File: src/logic/apc_pkg.sv
package apc_pkg;

  // Byte and shift widths
  localparam int          BYTE_W            = 8;
  localparam int          BIT_CNT_W         = 4;
  localparam logic [3:0]  BITS_AFTER_LOAD   = 4'h7;

  // Shift clock: system clock cycles per shift period
  localparam int          CLK_PERIOD_NS     = 40;
  localparam int          SHIFT_PERIOD_NS   = 160;
  localparam int          SHIFT_DIV         = SHIFT_PERIOD_NS / CLK_PERIOD_NS;

  // Busy time bounds, in shift periods
  localparam logic [1:0]  BUSY_MIN_PERIODS  = 2'h2;
  localparam logic [3:0]  BUSY_MAX_PERIODS  = 4'h9;

  // Reset values
  localparam logic [7:0]  BYTE_RESET        = 8'h00;

  // Pin bundle, sampled as one word by the synchroniser
  typedef struct packed {
    logic       select_low_active_n;
    logic       select_high_active;
    logic       write_strobe_n;
    logic       read_strobe_n;
    logic       init_all_high;
    logic [7:0] data;
  } apc_pins_type;

  // Serial stream towards the configuration logic
  typedef struct packed {
    logic valid;
    logic bit_value;
  } apc_serial_type;

endpackage

File: src/logic/apc_sync.sv
// Two-stage synchroniser for a word of asynchronous pins
module apc_sync #(
  parameter int WIDTH = 1
) (
  // Clocking
  input  wire logic             clk,
  input  wire logic             rst,
  input  wire logic             ce,
  // Data
  input  wire logic [WIDTH-1:0] async_in,
  output logic      [WIDTH-1:0] sync_out
);

  // First stage is read by the second stage only
  logic [WIDTH-1:0] meta;

  // Both stages frozen with the clock enable
  always_ff @(posedge clk) begin
    if (rst) begin
      meta     <= '0;
      sync_out <= '0;
    end else if (ce) begin
      meta     <= async_in;
      sync_out <= meta;
    end
  end

endmodule

File: src/logic/apc_loader.sv
module apc_loader
  import apc_pkg::*;
#(
  parameter int DIV = SHIFT_DIV
) (
  // Clocking
  input  wire logic                 clk,
  input  wire logic                 rst,
  input  wire logic                 ce,
  // Processor port pins
  input  wire logic                 select_low_active_n,
  input  wire logic                 select_high_active,
  input  wire logic                 write_strobe_n,
  input  wire logic                 read_strobe_n,
  input  wire logic [BYTE_W-1:0]    data_in,
  // Daisy-chain init level
  input  wire logic                 init_all_high,
  // Status to processor
  output logic                      ready_busy,
  // Serial configuration stream
  output logic                      config_shift_clock,
  output logic                      serial_data,
  output logic                      serial_valid
);

  ////////////////////////////////////////////////////////////////////////////
  // Pin synchronisation

  apc_pins_type raw_pins;     // Pins gathered into one word
  apc_pins_type pins;         // Pins after two flip-flops

  assign raw_pins = '{select_low_active_n, select_high_active,
                      write_strobe_n, read_strobe_n, init_all_high, data_in};

  apc_sync #(
    .WIDTH ($bits(apc_pins_type))
  ) u_sync (
    .clk      (clk),
    .rst      (rst),
    .ce       (ce),
    .async_in (raw_pins),
    .sync_out (pins)
  );

  ////////////////////////////////////////////////////////////////////////////
  // Write decode and capture

  logic              write_now;    // Decoded write cycle
  logic              write_q;      // Write seen last cycle
  logic [BYTE_W-1:0] data_last;    // Bus value seen during the write
  logic              enable;       // Port live once init is High
  logic              write_end;    // Terminating edge of a write
  logic              accept;       // Byte goes into the input register
  logic              input_full;   // First level holds a byte

  // All four qualifiers must agree, or the cycle is no write
  assign write_now = !pins.select_low_active_n && !pins.write_strobe_n
                  && pins.read_strobe_n && pins.select_high_active;
  assign enable    = pins.init_all_high;
  assign write_end = write_q && !write_now;
  // A byte landing on a full input register is dropped; host broke pacing
  assign accept    = enable && write_end && !input_full;

  // Track the decoded write and the data it carried
  always_ff @(posedge clk) begin
    if (rst) begin
      write_q   <= 1'b0;
      data_last <= BYTE_RESET;
    end else if (ce) begin
      write_q <= write_now;
      // Data at the end edge may already be gone, so keep the last good value
      if (write_now) begin
        data_last <= pins.data;
      end
    end
  end

  ////////////////////////////////////////////////////////////////////////////
  // Shift clock generator

  logic [$clog2(DIV+1)-1:0] div_cnt;   // Phase of the shift clock
  logic                     tick;      // One cycle per shift period

  assign tick = ce && (div_cnt == ($bits(div_cnt))'(DIV - 1));

  // Free-running divider; its phase decides when a new byte starts
  always_ff @(posedge clk) begin
    if (rst || !enable) begin
      div_cnt            <= '0;
      config_shift_clock <= 1'b0;
    end else if (ce) begin
      if (tick) begin
        div_cnt <= '0;
      end else begin
        div_cnt <= div_cnt + 1'b1;
      end
      // High for the first half of each period
      config_shift_clock <= (div_cnt < ($bits(div_cnt))'(DIV / 2 - 1)) || tick;
    end
  end

  ////////////////////////////////////////////////////////////////////////////
  // Two-level converter

  logic [BYTE_W-1:0]    input_reg;   // First level
  logic [BYTE_W-1:0]    shift_reg;   // Second level
  logic [BIT_CNT_W-1:0] bits_left;   // Bits still to send
  logic                 load;        // Move first level into second

  // Reload only when the previous byte is fully out, on a period edge
  assign load = tick && input_full && (bits_left == '0);

  // Input register: set by accept, cleared by the reload
  always_ff @(posedge clk) begin
    if (rst || !enable) begin
      input_reg  <= BYTE_RESET;
      input_full <= 1'b0;
    end else if (ce) begin
      if (accept) begin
        input_reg  <= data_last;
        input_full <= 1'b1;
      end else if (load) begin
        input_full <= 1'b0;
      end
    end
  end

  // Shifter: first bit leaves with the load, the rest one per period
  always_ff @(posedge clk) begin
    if (rst || !enable) begin
      shift_reg    <= BYTE_RESET;
      bits_left    <= '0;
      serial_data  <= 1'b0;
      serial_valid <= 1'b0;
    end else if (ce) begin
      serial_valid <= 1'b0;
      if (load) begin
        serial_data  <= input_reg[BYTE_W-1];
        shift_reg    <= {input_reg[BYTE_W-2:0], 1'b0};
        bits_left    <= BITS_AFTER_LOAD;
        serial_valid <= 1'b1;
      end else if (tick && bits_left != '0) begin
        serial_data  <= shift_reg[BYTE_W-1];
        shift_reg    <= {shift_reg[BYTE_W-2:0], 1'b0};
        bits_left    <= bits_left - 1'b1;
        serial_valid <= 1'b1;
      end
    end
  end

  ////////////////////////////////////////////////////////////////////////////
  // Ready/busy

  // The first tick after accept only closes a partial period, so one extra
  // tick is counted; that guarantees two whole shift periods of busy
  localparam logic [1:0] BUSY_DONE = BUSY_MIN_PERIODS + 2'h1;

  logic [1:0] busy_periods;   // Ticks since the last accept
  logic       next_ready;     // Ready for the next cycle

  // Count ticks after accept; saturate once the minimum busy time is served
  always_ff @(posedge clk) begin
    if (rst || !enable) begin
      busy_periods <= BUSY_DONE;
    end else if (ce) begin
      if (accept) begin
        busy_periods <= 2'h0;
      end else if (tick && busy_periods != BUSY_DONE) begin
        busy_periods <= busy_periods + 2'h1;
      end
    end
  end

  // Ready needs room in the first level and the minimum time served
  assign next_ready = enable && !accept && !input_full
                   && (busy_periods == BUSY_DONE);

  // Register the status pin; low while the port is not yet live
  always_ff @(posedge clk) begin
    if (rst) begin
      ready_busy <= 1'b0;
    end else if (ce) begin
      ready_busy <= next_ready;
    end
  end

  ////////////////////////////////////////////////////////////////////////////
  // Checks

  localparam int FAST_MAX = 3 * DIV + 2;   // Busy bound for an empty converter

  logic [3:0] busy_ticks;   // Periods seen while busy, for the upper bound

  // Frozen with the clock enable like the rest of the state
  always_ff @(posedge clk) begin
    if (rst) begin
      busy_ticks <= 4'h0;
    end else if (ce) begin
      if (ready_busy) begin
        busy_ticks <= 4'h0;
      end else if (tick && busy_ticks != 4'hF) begin
        busy_ticks <= busy_ticks + 4'h1;
      end
    end
  end

  write_decode_a: assert property (@(posedge clk) disable iff (rst)
    accept && ce |-> !write_now && $past(!pins.select_low_active_n && !pins.write_strobe_n
                                        && pins.read_strobe_n && pins.select_high_active))
    else $error("byte accepted without a decoded write");

  busy_follows_a: assert property (@(posedge clk) disable iff (rst)
    accept && ce |=> !ready_busy)
    else $error("ready stayed high after accept");

  busy_min_a: assert property (@(posedge clk) disable iff (rst)
    $rose(ready_busy) |-> busy_periods == BUSY_DONE && !input_full)
    else $error("busy ended before the minimum periods");

  busy_max_a: assert property (@(posedge clk) disable iff (rst)
    enable |-> busy_ticks <= BUSY_MAX_PERIODS + 4'h1)
    else $error("busy lasted beyond the maximum periods");

  room_when_ready_a: assert property (@(posedge clk) disable iff (rst)
    ready_busy |-> !input_full)
    else $error("ready while the input register is full");

  empty_fast_a: assert property (@(posedge clk) disable iff (rst)
    accept && bits_left == '0 && ce |-> ##[1:FAST_MAX] (ready_busy || !ce || !enable))
    else $error("busy too long for an empty converter");

  capture_data_a: assert property (@(posedge clk) disable iff (rst)
    accept && ce |=> input_full && input_reg == $past(data_last))
    else $error("captured byte differs from the written byte");

  load_aligned_a: assert property (@(posedge clk) disable iff (rst)
    $fell(input_full) && enable |-> $past(tick) && $past(bits_left) == '0)
    else $error("reload off the period edge or mid-byte");

  bit_count_a: assert property (@(posedge clk) disable iff (rst)
    load |=> bits_left == BITS_AFTER_LOAD && serial_valid
          && serial_data == $past(input_reg[BYTE_W-1]))
    else $error("shifter reload wrong");

endmodule

File: config.mk
export PLATFORM = sky130hd
export DESIGN_NAME = apc_loader
export DESIGN_NICKNAME = d
export VERILOG_FILES = /design/src/logic/apc_pkg.sv /design/src/logic/apc_sync.sv /design/src/logic/apc_loader.sv
export SDC_FILE = /design/constraint.sdc
export NUM_CORES = 1
export LEC_CHECK = 0
export ABC_AREA = 1
export BUFFER_PORTS_ARGS = -buffer_cell sky130_fd_sc_hd__buf_2
export CAP_MARGIN = 20
export CORE_UTILIZATION = 55
export DETAILED_ROUTE_END_ITERATION = 6
export GPL_ROUTABILITY_DRIVEN = 0
export PLACE_DENSITY = 0.85
export RECOVER_POWER = 25
export SYNTH_ARGS = -nofsm -noshare
export SYNTH_HDL_FRONTEND = slang
export SYNTH_HIERARCHICAL = 1
export SYNTH_SLANG_ARGS = --single-unit
File: constraint.sdc
create_clock -name clk -period 1.7 [get_ports clk]
set_input_delay 0.51 -clock clk [delete_from_list [all_inputs] [get_ports clk]]
set_output_delay 0.51 -clock clk [all_outputs]
set_load 0.005 [all_outputs]
==> summary.txt <==
Global route
  • Met1 usage: 23.3%
  • Largest net degree at the start of global routing: 58
  • Routing usage on met2: 36.0%
  • First-pass GRT wire length: 8760 µm
  • Top Usage Layer GRT: met2
  • M3 GR Usage: 8.13%
  • Grt ovf: 0
  • Initial antenna violation count: 0
  • GRT Util Overall: 21.0%
  • Vias in the first global route: 2133

Routing
  • Vias/cell: 4.79
  • DRC errors left: 0
  • Routed WL: 5020 µm
  • First-pass detailed-route iteration total: 4
  • Initial drt markers: 157
  • Post-route ant nets: 0
  • Per-cell routed wire length: 10.2 µm
  • Vias: 2347

Critical path
  • Delay-heaviest family, CP: simple AND/OR/NAND/NOR gates
  • Slowest cell on crit path: dfxtp_1
  • CP Class: reg -> reg
  • Crit path DAT: 1790 ps
  • Critical Path Source Type: register
  • CP Data Required Time: 1930 ps
  • Critical Path End Type: register
  • Max Fanout on Critical Path: 15
  • Crit path cell chain: ha_1 > nand2_2 > nor2_4 > nand2_4 > nand2_4 > nand2_1 > nor2_1 > nor2_1
  • Worst Path Buf+Inv: 0
  • Max stage delay on crit path: 360 ps

Logic synthesis
  • Post-synthesis cell area: 0.00290 mm²
  • Simple-gate share of the synthesized area: 32.8%
  • Adder-Cell Fraction of Synth Area: 1.73%
  • Mapped Nets: 416
  • Yosys reg bits: 64
  • Syn Inst Count: 396
  • Seq/Total Area, Yosys: 44.3%
  • Syn Area/Cell: 7.31 µm²
  • Largest family of logic cells by synthesized area: simple AND/OR/NAND/NOR gates
  • Post-synthesis mux area share: 0%
  • Compound-gate portion of the synthesized area: 8.69%
  • Library cells used by synthesis: 29
  • YS warnings: 6
  • XOR/XNOR Fraction of Synth Area: 0.303%

Place
  • DP Cell Count: 474
  • DP HPWL: 3340 µm
  • # port buffers: 19
  • Placed inst area: 0.00296 mm²

Power and ir drop
  • Total power per unit cell area: 1010 mW/mm²
  • Sw frac: 22.9%
  • Sw Pwr: 0.736 mW
  • Clock network fraction of total power: 45.6%
  • Leak pwr: 1.53 nW
  • Comb power frac: 5.6%
  • Int Pwr: 2.48 mW
  • Part of the power in registers: 48.8%
  • Worst IR drop on VDD: 0.000881 V

Floorplanning
  • CORE AREA: 0.00507 mm²
  • Die Width: 74.6 µm
  • I/O pin cnt: 20
  • Die area: 0.00556 mm²
  • Placement Rows: 26
  • Die Ht: 74.6 µm
  • Starting density of the core: 57.1%

Timing
  • RSZ-0062 raised after global routing: no
  • Slew Limit Fails: 0
  • Slew @ Worst Pin: 983 ps
  • Max Fclk: 644 MHz
  • Slew HR: 34.4%
  • Final setup fails: 0
  • Final Skew: 6.38 ps
  • Final Hold Fails: 0
  • Minimum period implied by the final worst setup slack: 1550 ps
  • Fin crit share: 91.3%
  • Final TNS setup: 0 ps

Final layout
  • Fill cell count: 467
  • Top Registers: u_sync/meta x13, u_sync/sync_out x13
  • Final nets: 435
  • Ant. Diodes: 0
  • Most common cell after layout, fill and taps aside: nand2_1
  • Most frequent cells in the layout: nand2_1 (106), dfxtp_1 (64), nor2_1 (62)
  • Finished Cell Area: 0.00319 mm²
  • Fin cells: 490
  • Layout cells sized above 1: 15.0%
  • Synthesis-to-layout area growth: 10.0%

Clocking
  • PostCTS Resize Cnt: 0
  • Clock Tree Buf Depth: 2
  • Hold buffer count at CTS: 0
  • CTS Buf Count: 9
  • Clk_lat worst skew: 340 ps
  • Clk sink count: 64
  • Post-CTS setup buffers: 0
  • Clock-pin slew on the worst setup and hold paths: 70 ps
  • Root Driver: clkbuf_8
  • H-tree depth: 3
  • CTS tree: built

Min path
  • HP Class: in -> reg

Run
  • Max-cap viol count: 0

Status
  • Run status: complete, no violations
==> power by group through the flow <==
stage | combinational (mW) | clock (mW) | sequential, mW
final | 0.180 | 1.47 | 1.57
after global routing | 0.210 | 1.57 | 1.58
after detailed placement | 0.180 | 0 | 1.60
after floorplan | 0.156 | 0 | 1.60
after CTS | 0.182 | 1.50 | 1.57
after global placement | 0.176 | 0 | 1.60
==> path summary, 6_finish.rpt <==
path | startpoint | slack (ps) | endpoint | cells after the start
hold reg to reg | data_last[0] | 450 | data_last[0] | 2
hold / removal | rst | 380 | write_q | 2
setup reg to reg | div_cnt[1] | 150 | bits_left[3] | 8
setup / recovery | div_cnt[1] | 150 | bits_left[3] | 8
==> cell usage after synthesis, drive strengths merged <==
library cell,n,area (µm²)
nor2,75,319
o21ai,12,60.1
o21bai,7,52.6
xnor2,1,8.76
nor3,1,5.00
buf,14,145
or3,1,6.26
nand3,13,75.1
a21oi,27,139
clkbuf,1,3.75
nand3b,6,45.0
dfxtp,64,1280
ha,4,50.1
inv,55,206
nor3b,1,18.8
nand4,5,52.6
nand2,109,427
==> through the flow <==
step                      util [%]  setup WS, ps  hold WS, ps  power, mW
after floorplan                  -           382          424       1.75
after global placement        58.3           178          434       1.78
after detailed placement      58.3           113          436       1.78
after CTS                     62.8           153          363       3.26
after global routing          62.8          15.5          380       3.35
final                         62.8           147          383       3.22
==> cell families (layout without fill, tap and decap cells) <==
group,Yosys count,count (layout)
AO/OA/AOI/OAI,46,46
XOR/XNOR,1,1
adder cells (fa/ha/maj),4,4
buffers and inverters,70,94
flip-flops,64,64
AND/OR/NAND/NOR,211,211
==> metal layers <==
metal  vias to the layer above  routed length (µm)
met5                         -                   0
met4                         0                  78
met3                         7                 207
met2                        52                2450
met1                      1039                2280
li1                       1249                   -
==> cell type report <==
type	instances	area (µm²)	share of cell area (%)
clock buffers	10	138	4.32
inverters	55	206	6.48
clock inverters	6	91.3	2.87
repair buffers	23	123	3.85
well taps	70	87.6	2.75
multi-input cells	262	1260	39.5
flip-flops and latches	64	1280	40.2
Note: power is estimated with default switching activity, not from simulation.
